## config.mk

```make
export PLATFORM = sky130hd
export DESIGN_NAME = charger_register_bank
export DESIGN_NICKNAME = d
export VERILOG_FILES = /design/src/rtl/charger_regs_pkg.sv /design/src/rtl/i2c_line_sampler.sv /design/src/rtl/charger_register_bank.sv
export SDC_FILE = /design/constraint.sdc
export NUM_CORES = 1
export LEC_CHECK = 0
export ABC_CLOCK_PERIOD_IN_PS = 2730
export BUFFER_PORTS_ARGS = -buffer_cell sky130_fd_sc_hd__buf_2
export CAP_MARGIN = 10
export CORE_MARGIN = 2
export CORE_UTILIZATION = 41
export CTS_CLUSTER_SIZE = 40
export DETAILED_ROUTE_END_ITERATION = 10
export GPL_ROUTABILITY_DRIVEN = 1
export MAX_ROUTING_LAYER = met4
export PLACE_DENSITY = 0.65
export SLEW_MARGIN = 30
export SYNTH_ARGS = -nofsm -noshare
export SYNTH_HDL_FRONTEND = slang
export SYNTH_HIERARCHICAL = 1
export SYNTH_SLANG_ARGS = --single-unit
export TNS_END_PERCENT = 100
```

## constraint.sdc

```tcl
create_clock -name clock -period 2.73 [get_ports clock]
set_clock_uncertainty 0.1 [all_clocks]
set_input_delay 0.546 -clock clock [delete_from_list [all_inputs] [get_ports clock]]
set_output_delay 0.546 -clock clock [all_outputs]
set_load 0.05 [all_outputs]
```

## src/rtl/charger_regs_pkg.sv

```systemverilog
// constants shared by the charger register bank and its two-wire target
// assumes a single 40 MHz clock and a synchronous active-low reset
`default_nettype none

package charger_regs_pkg;

    // target address on the two-wire bus
    localparam logic [6:0] TARGET_ADDRESS = 7'h6a;

    // register offsets
    localparam logic [7:0] OFFS_INPUT_LIMIT = 8'h00;
    localparam logic [7:0] OFFS_CONTROL_ZERO = 8'h01;
    localparam logic [7:0] OFFS_CHARGE_CURRENT = 8'h02;
    localparam logic [7:0] OFFS_PRECHARGE_TERM = 8'h03;
    localparam logic [7:0] OFFS_BATTERY_VOLTAGE = 8'h04;
    localparam logic [7:0] OFFS_CONTROL_ONE = 8'h05;
    localparam logic [7:0] OFFS_CONTROL_TWO = 8'h06;
    localparam logic [7:0] OFFS_CONTROL_THREE = 8'h07;
    localparam logic [7:0] OFFS_STATUS_ZERO = 8'h08;
    localparam logic [7:0] OFFS_STATUS_ONE = 8'h09;
    localparam logic [7:0] OFFS_STATUS_TWO = 8'h0a;
    localparam logic [7:0] OFFS_PART_INFO = 8'h0b;
    localparam logic [7:0] OFFS_CONTROL_FOUR = 8'h0c;
    localparam logic [7:0] LAST_OFFSET = 8'h0c;
    localparam logic [7:0] POINTER_MAX = 8'hff;
    localparam int REG_COUNT = 13;

    // value returned for any offset above the last register
    localparam logic [7:0] UNMAPPED_READ_VALUE = 8'hff;

    // reset values, indexed by offset; read-only slots are unused
    localparam logic [7:0] RST_INPUT_LIMIT = 8'h17;
    localparam logic [7:0] RW_RESET [0:REG_COUNT-1] = '{
        8'h17, 8'h1a, 8'h91, 8'h00, 8'h00, 8'h00, 8'h00,
        8'h00, 8'h00, 8'h00, 8'h00, 8'h00, 8'h00
    };

    // input current limit register fields
    localparam int HIZ_BIT = 7;
    localparam int THERM_BYPASS_BIT = 6;
    localparam int SENSE_DISABLE_BIT = 5;
    localparam int CODE_MSB = 4;

    // limit codes loaded when source detection completes
    localparam logic [4:0] LIMIT_CODE_PSEL_HIGH = 5'h04;
    localparam logic [4:0] LIMIT_CODE_PSEL_LOW = 5'h17;

    // limit current = code * step + offset, in mA
    localparam logic [11:0] LIMIT_STEP_MA = 12'h064;
    localparam logic [11:0] LIMIT_OFFSET_MA = 12'h064;

    localparam logic [2:0] THERM_FAULT_NORMAL = 3'h0;

    // bus engine states, gray coded along the usual path
    typedef enum logic [3:0] {
        ST_IDLE = 4'h0,
        ST_ADDR = 4'h1,
        ST_ADDR_ACK = 4'h3,
        ST_OFFSET = 4'h2,
        ST_OFFSET_ACK = 4'h6,
        ST_WDATA = 4'h7,
        ST_WDATA_ACK = 4'h5,
        ST_RDATA = 4'h4,
        ST_RACK = 4'hc
    } bus_state_t;

endpackage

`default_nettype wire

```

## src/rtl/i2c_line_sampler.sv

```systemverilog
// two-flop synchronisers on both bus lines, edge and start/stop detection
// assumes scl and sda arrive asynchronously from the bus pins
`default_nettype none

module i2c_line_sampler (
    // clock and reset
    input wire logic clock,
    input wire logic rst_n,
    // bus pins
    input wire logic scl_pin,
    input wire logic sda_pin,
    // sampled lines and events
    output logic sda_level,
    output logic scl_rise,
    output logic scl_fall,
    output logic start_seen,
    output logic stop_seen
);

    logic scl_meta;
    logic scl_sync;
    logic scl_prev;
    logic sda_meta;
    logic sda_sync;
    logic sda_prev;

    // idle bus is high on both lines
    always_ff @(posedge clock) begin
        if (!rst_n) begin
            scl_meta <= 1'b1;
            scl_sync <= 1'b1;
            scl_prev <= 1'b1;
            sda_meta <= 1'b1;
            sda_sync <= 1'b1;
            sda_prev <= 1'b1;
        end else begin
            scl_meta <= scl_pin;
            scl_sync <= scl_meta;
            scl_prev <= scl_sync;
            sda_meta <= sda_pin;
            sda_sync <= sda_meta;
            sda_prev <= sda_sync;
        end
    end

    assign sda_level = sda_sync;
    assign scl_rise = scl_sync & ~scl_prev;
    assign scl_fall = ~scl_sync & scl_prev;
    // sda moving while scl stays high marks start or stop
    assign start_seen = scl_sync & scl_prev & sda_prev & ~sda_sync;
    assign stop_seen = scl_sync & scl_prev & ~sda_prev & sda_sync;

endmodule // i2c_line_sampler

`default_nettype wire

```

## src/rtl/charger_register_bank.sv

```systemverilog
// charger register bank behind a two-wire target port
// assumes status bytes and charger events come from logic on the same clock
`default_nettype none

module charger_register_bank (
    // clock and reset
    input wire logic clock,
    input wire logic rst_n,
    // two-wire bus; sda is open drain, driven low while sda_oe_n is low
    input wire logic scl_in,
    input wire logic sda_in,
    output logic sda_out,
    output logic sda_oe_n,
    // charger events and pins
    input wire logic power_select_pin,
    input wire logic detection_done,
    input wire logic reg_reset,
    input wire logic watchdog_expired,
    input wire logic remote_sense_fault_flag,
    input wire logic thermistor_input_ok,
    input wire logic [2:0] thermistor_fault_raw,
    // read-only register contents
    input wire logic [7:0] status_zero_reg,
    input wire logic [7:0] status_one_reg,
    input wire logic [7:0] status_two_reg,
    input wire logic [7:0] part_info_reg,
    // input limit controls
    output logic high_impedance_enable,
    output logic thermistor_bypass,
    output logic thermistor_good,
    output logic [2:0] thermistor_fault_field,
    output logic remote_sense_disable,
    output logic use_remote_sense,
    output logic [4:0] input_current_limit_code,
    output logic [11:0] input_current_limit_ma,
    // other read/write registers
    output logic [7:0] charger_control_zero,
    output logic [7:0] charge_current_limit,
    output logic [7:0] precharge_termination_current,
    output logic [7:0] battery_voltage_limit,
    output logic [7:0] charger_control_one,
    output logic [7:0] charger_control_two,
    output logic [7:0] charger_control_three,
    output logic [7:0] control_four_reg
);

    import charger_regs_pkg::*;

    function automatic logic is_writable(input logic [7:0] idx);
        is_writable = (idx <= LAST_OFFSET) && ((idx < OFFS_STATUS_ZERO)
            || (idx > OFFS_PART_INFO));
    endfunction

    logic sda_level;
    logic scl_rise;
    logic scl_fall;
    logic start_seen;
    logic stop_seen;

    i2c_line_sampler line_sampler (
        .clock(clock),
        .rst_n(rst_n),
        .scl_pin(scl_in),
        .sda_pin(sda_in),
        .sda_level(sda_level),
        .scl_rise(scl_rise),
        .scl_fall(scl_fall),
        .start_seen(start_seen),
        .stop_seen(stop_seen)
    );

    bus_state_t state;
    logic [2:0] bit_cnt;
    logic [7:0] shifter;
    logic byte_got;
    logic read_dir;
    logic host_nack;
    logic [7:0] ptr;
    logic [7:0] next_ptr;
    logic [7:0] next_tx;
    logic wr_pulse;
    logic [7:0] wr_idx;
    logic [7:0] wr_data;
    logic [7:0] input_limit_reg;
    logic [7:0] rw_file [0:REG_COUNT-1];
    logic psel_meta;
    logic psel_sync;

    // power-select is a pin: two flops before use
    always_ff @(posedge clock) begin
        if (!rst_n) begin
            psel_meta <= 1'b0;
            psel_sync <= 1'b0;
        end else begin
            psel_meta <= power_select_pin;
            psel_sync <= psel_meta;
        end
    end

    // read data selection; the pointer stops at its top value
    always_comb begin
        next_ptr = (ptr == POINTER_MAX) ? ptr : ptr + 8'h01;
        case (ptr)
            OFFS_INPUT_LIMIT: next_tx = input_limit_reg;
            OFFS_STATUS_ZERO: next_tx = status_zero_reg;
            OFFS_STATUS_ONE: next_tx = status_one_reg;
            OFFS_STATUS_TWO: next_tx = status_two_reg;
            OFFS_PART_INFO: next_tx = part_info_reg;
            default: begin
                if (ptr <= LAST_OFFSET) begin
                    next_tx = rw_file[ptr[3:0]];
                end else begin
                    next_tx = UNMAPPED_READ_VALUE;
                end
            end
        endcase
    end

    // sda is only ever pulled low, never driven high
    always_ff @(posedge clock) begin
        sda_out <= 1'b0;
    end

    // bus engine
    always_ff @(posedge clock) begin
        if (!rst_n) begin
            state <= ST_IDLE;
            bit_cnt <= 3'h0;
            shifter <= 8'h00;
            byte_got <= 1'b0;
            read_dir <= 1'b0;
            host_nack <= 1'b0;
            ptr <= 8'h00;
            sda_oe_n <= 1'b1;
            wr_pulse <= 1'b0;
            wr_idx <= 8'h00;
            wr_data <= 8'h00;
        end else begin
            wr_pulse <= 1'b0;
            if (stop_seen) begin
                state <= ST_IDLE;
                byte_got <= 1'b0;
                sda_oe_n <= 1'b1;
            end else if (start_seen) begin
                // a repeated start keeps the pointer for the read phase
                state <= ST_ADDR;
                bit_cnt <= 3'h0;
                byte_got <= 1'b0;
                sda_oe_n <= 1'b1;
            end else begin
                case (state)
                    ST_ADDR, ST_OFFSET, ST_WDATA: begin
                        if (scl_rise) begin
                            shifter <= {shifter[6:0], sda_level};
                            bit_cnt <= bit_cnt + 3'h1;
                            byte_got <= (bit_cnt == 3'h7);
                        end else if (scl_fall && byte_got) begin
                            byte_got <= 1'b0;
                            bit_cnt <= 3'h0;
                            if (state == ST_ADDR) begin
                                if (shifter[7:1] == TARGET_ADDRESS) begin
                                    sda_oe_n <= 1'b0;
                                    read_dir <= shifter[0];
                                    state <= ST_ADDR_ACK;
                                end else begin
                                    state <= ST_IDLE;
                                end
                            end else if (state == ST_OFFSET) begin
                                if (shifter <= LAST_OFFSET) begin
                                    sda_oe_n <= 1'b0;
                                    ptr <= shifter;
                                    state <= ST_OFFSET_ACK;
                                end else begin
                                    state <= ST_IDLE;
                                end
                            end else begin
                                wr_pulse <= 1'b1;
                                wr_idx <= ptr;
                                wr_data <= shifter;
                                ptr <= next_ptr;
                                sda_oe_n <= 1'b0;
                                state <= ST_WDATA_ACK;
                            end
                        end
                    end
                    ST_ADDR_ACK: begin
                        if (scl_fall) begin
                            if (read_dir) begin
                                shifter <= next_tx;
                                sda_oe_n <= next_tx[7];
                                ptr <= next_ptr;
                                state <= ST_RDATA;
                            end else begin
                                sda_oe_n <= 1'b1;
                                state <= ST_OFFSET;
                            end
                        end
                    end
                    ST_OFFSET_ACK, ST_WDATA_ACK: begin
                        if (scl_fall) begin
                            sda_oe_n <= 1'b1;
                            state <= ST_WDATA;
                        end
                    end
                    ST_RDATA: begin
                        if (scl_rise) begin
                            bit_cnt <= bit_cnt + 3'h1;
                            byte_got <= (bit_cnt == 3'h7);
                        end else if (scl_fall) begin
                            if (byte_got) begin
                                byte_got <= 1'b0;
                                bit_cnt <= 3'h0;
                                sda_oe_n <= 1'b1;
                                state <= ST_RACK;
                            end else begin
                                sda_oe_n <= shifter[6];
                                shifter <= {shifter[6:0], 1'b0};
                            end
                        end
                    end
                    ST_RACK: begin
                        if (scl_rise) begin
                            host_nack <= sda_level;
                        end else if (scl_fall) begin
                            if (host_nack) begin
                                state <= ST_IDLE;
                            end else begin
                                shifter <= next_tx;
                                sda_oe_n <= next_tx[7];
                                ptr <= next_ptr;
                                state <= ST_RDATA;
                            end
                        end
                    end
                    ST_IDLE: begin
                        sda_oe_n <= 1'b1;
                    end
                    default: begin
                        state <= ST_IDLE;
                        sda_oe_n <= 1'b1;
                    end
                endcase
            end
        end
    end

    // input limit register; later assignments take priority
    always_ff @(posedge clock) begin
        if (!rst_n || reg_reset) begin
            input_limit_reg <= RST_INPUT_LIMIT;
        end else begin
            if (wr_pulse && (wr_idx == OFFS_INPUT_LIMIT)) begin
                input_limit_reg <= wr_data;
            end
            if (watchdog_expired) begin
                input_limit_reg[HIZ_BIT] <= 1'b0;
            end
            if (detection_done) begin
                input_limit_reg[CODE_MSB:0] <= psel_sync ? LIMIT_CODE_PSEL_HIGH
                    : LIMIT_CODE_PSEL_LOW;
            end
        end
    end

    // remaining registers; read-only slots hold no storage
    generate
        for (genvar i = 1; i < REG_COUNT; i++) begin : g_regs
            if (is_writable(8'(i))) begin : g_rw
                always_ff @(posedge clock) begin
                    if (!rst_n || reg_reset) begin
                        rw_file[i] <= RW_RESET[i];
                    end else if (wr_pulse && (wr_idx == 8'(i))) begin
                        rw_file[i] <= wr_data;
                    end
                end
            end else begin : g_ro
                assign rw_file[i] = 8'h00;
            end
        end
    endgenerate
    assign rw_file[0] = 8'h00;

    assign charger_control_zero = rw_file[OFFS_CONTROL_ZERO[3:0]];
    assign charge_current_limit = rw_file[OFFS_CHARGE_CURRENT[3:0]];
    assign precharge_termination_current = rw_file[OFFS_PRECHARGE_TERM[3:0]];
    assign battery_voltage_limit = rw_file[OFFS_BATTERY_VOLTAGE[3:0]];
    assign charger_control_one = rw_file[OFFS_CONTROL_ONE[3:0]];
    assign charger_control_two = rw_file[OFFS_CONTROL_TWO[3:0]];
    assign charger_control_three = rw_file[OFFS_CONTROL_THREE[3:0]];
    assign control_four_reg = rw_file[OFFS_CONTROL_FOUR[3:0]];

    // controls derived from the input limit register, one cycle behind it
    always_ff @(posedge clock) begin
        if (!rst_n) begin
            high_impedance_enable <= 1'b0;
            thermistor_bypass <= 1'b0;
            thermistor_good <= 1'b0;
            thermistor_fault_field <= THERM_FAULT_NORMAL;
            remote_sense_disable <= 1'b0;
            use_remote_sense <= 1'b0;
            input_current_limit_code <= RST_INPUT_LIMIT[CODE_MSB:0];
            input_current_limit_ma <= 12'(RST_INPUT_LIMIT[CODE_MSB:0]) * LIMIT_STEP_MA
                + LIMIT_OFFSET_MA;
        end else begin
            high_impedance_enable <= input_limit_reg[HIZ_BIT];
            thermistor_bypass <= input_limit_reg[THERM_BYPASS_BIT];
            thermistor_good <= input_limit_reg[THERM_BYPASS_BIT]
                | thermistor_input_ok;
            thermistor_fault_field <= input_limit_reg[THERM_BYPASS_BIT]
                ? THERM_FAULT_NORMAL : thermistor_fault_raw;
            remote_sense_disable <= input_limit_reg[SENSE_DISABLE_BIT];
            use_remote_sense <= ~input_limit_reg[SENSE_DISABLE_BIT]
                & ~remote_sense_fault_flag;
            input_current_limit_code <= input_limit_reg[CODE_MSB:0];
            input_current_limit_ma <= {7'h00, input_limit_reg[CODE_MSB:0]} * LIMIT_STEP_MA
                + LIMIT_OFFSET_MA;
        end
    end

endmodule // charger_register_bank

`default_nettype wire

```

==> qor.csv <==
metric;value;unit
hold_buffers;0;
synth_ff_type;dfxtp_1;
initial_utilization;41.8;%
hold_violations;0;
worstSkewPairLatency;0.43;ns
routed_via_density;5.57;
ys_types;72;
yosysSeqAreaShare;39.2;%
drc;0;
fin_util;51.2;%
crit_path_end_kind;flip-flop;
place_congestion;0.942;
cp_data_arrival_time;2.75;ns
die-area;19400;sq um
drv_slew;0;
ios;136;
die_y;139;um
htree_levels;4;
hp-class;input pin to flip-flop;
fin_area;9200;sq um
start_kind;flip-flop;
num_antenna_cells;0;
wl;22.2;mm
setup_tns;0;ns
grt_max_degree;64;
cap_violations;0;
relSlewSlack;55.6;%
dpl_cell_area;8540;sq um
clock_sinks;147;
p_per_area;543;nW/um^2
period_minus_slack;2.54;ns
setup_slack;0.193;ns
hold_depth;2;
synth_area_per_cell;8.62;sq um
synth-warning-count;6;
rows;49;
irDropWorstVdd;0.480;mV
status;finished clean;
grt_pass1_vias;6482;
drtIter0Drc;404;
path_clk_slew;0.06;ns
first_pass_iters;5;
fin_nets;1075;
area_growth;22.5;%
multi_input_area;4290;sq um
critPathMaxFanout;5;
largest_reg_flops;10;
cts_tree;built;
postRouteAntennaNets;0;
criticalPathCategory;flip-flop to flip-flop;
p_total;5000;uW
ys_ff_latch;147;
overflow;0;
syn_inst;871;
dpl.hpwl;15.9;mm
dp_slack;0.0625;ns
post-route-period-util;92.9;%
reg2regPathDepth;11;
regArea;2950;sq um
required;2.95;ns
synth_edf_count;0;
wl_per_cell;17.8;um
grt_pass1_wl;35.5;mm
tightestPinTransition;0.665;ns
setup_violations;0;
core;18000;sq um
place.port_buffers;132;
die_width;139;um
via_count;6948;
cts-buffers-inserted;17;
async_reset_ff_share;0;%
cts-root-buf;clkbuf_16;
fillers;1713;
antenna_found_initial;0;
rsz0062_at_grt;false;
p_leak;0.00372;uW
top_register;input_current_limit_ma;
syn_area;7510;sq um
layout-drive-gt1-share;24.5;%
max_freq;0.394;GHz
grt_usage;23.6;%
cts_max_path_buffers;2;
==> worst paths after layout <==
check,startpoint,end,slack [ns]
worst min register to register,line_sampler/scl_meta,line_sampler/scl_sync,0.33
worst min-delay path,remote_sense_fault_flag,use_remote_sense,0.17
worst max register to register,input_limit_reg[1],input_current_limit_ma[11],0.19
worst max-delay path,input_limit_reg[1],input_current_limit_ma[11],0.19
==> what timing repair did <==
action,4_1_cts,5_1_grt
resized for setup,0,7
buffers inserted,0,0
setup endpoints to repair,0,1
==> cell type report <==
type | count | area share, %
multi-input combinational | 647 | 46.6
sequential | 147 | 32.0
timing repair buffer | 177 | 11.0
clock buffer | 17 | 4.62
tap | 229 | 3.11
clock inverter | 15 | 2.01
inverter | 16 | 0.653
==> cell usage in the layout (no fill, tap or decap), drive strengths merged, types with 12 or more instances in the layout <==
cell type / synthesis / final
a211oi: 14 / 14
a21oi: 62 / 62
a22oi: 15 / 15
buf: 27 / 177
clkbuf: 36 / 17
dfxtp: 147 / 147
ha: 23 / 23
inv: 16 / 25
mux2i: 93 / 93
nand2: 93 / 93
nand2b: 20 / 20
nand3: 26 / 26
nor2: 108 / 108
nor3: 12 / 12
o21ai: 40 / 40
==> kinds of logic (layout without fill, tap and decap cells) <==
group	after synthesis	count (layout)	synth area share [%]
simple gates	317	317	20.6
compound gates	192	192	16.9
flops	147	147	39.2
mux	99	99	13.3
buf+inv	79	225	4.53
fa+ha+maj	24	24	4.10
xor+xnor	12	12	1.40
other cells	1	3	0.0499
==> worst max-delay path, stage by stage, from the launching register on <==
cell and delay (ns):
dfxtp_2 0.34, ha_1 0.30, ha_1 0.28, ha_1 0.16, inv_1 0.05, fa_1 0.40
xnor2_1 0.21, nand2b_1 0.11, nor2_2 0.15, nand3_1 0.11, xnor2_1 0.16, nand2_1 0.06
==> cells in the mapped netlist (10+ instances only) <==
master,instances,area [sq um]
a211oi_1,14,105
nand2_1,93,349
o21ai_0,38,190
and2_1,11,68.8
nor3_1,12,60.1
buf_2,14,70.1
ha_1,23,288
nor2_1,105,394
inv_1,14,52.6
xnor2_1,11,96.3
dfxtp_1,147,2940
nand2b_1,20,125
nor2b_1,10,62.6
a22oi_1,15,113
a21oi_1,58,290
clkbuf_1,36,135
nand3_1,26,130
mux2i_1,93,931
==> per-layer routing <==
| layer | up-vias | track usage (%) | part of all wire (%) |
|---|---|---|---|
| met2 | 285 | 37.5 | 47 |
| met5 | - | - | 0 |
| met1 | 3264 | 30.3 | 44 |
| li1 | 3361 | - | - |
| met4 | 0 | 7.60 | 2.4 |
| met3 | 38 | 4.92 | 6.1 |
==> through the flow <==
step / instances / hold WS [ns]
2_1_floorplan: 873 / 0.286
3_3_place_gp: 1216 / 0.319
3_5_place_dp: 1216 / 0.318
4_1_cts: 1248 / 0.167
5_1_grt: 1248 / 0.162
6_report: 1248 / 0.175
==> where the power goes <==
group / internal, uW / switching, uW
sequential: 2170 / 25.9
clock: 1390 / 1030
combinational: 147 / 240
total: 3700 / 1300
Power figures use the tool's default switching activity.
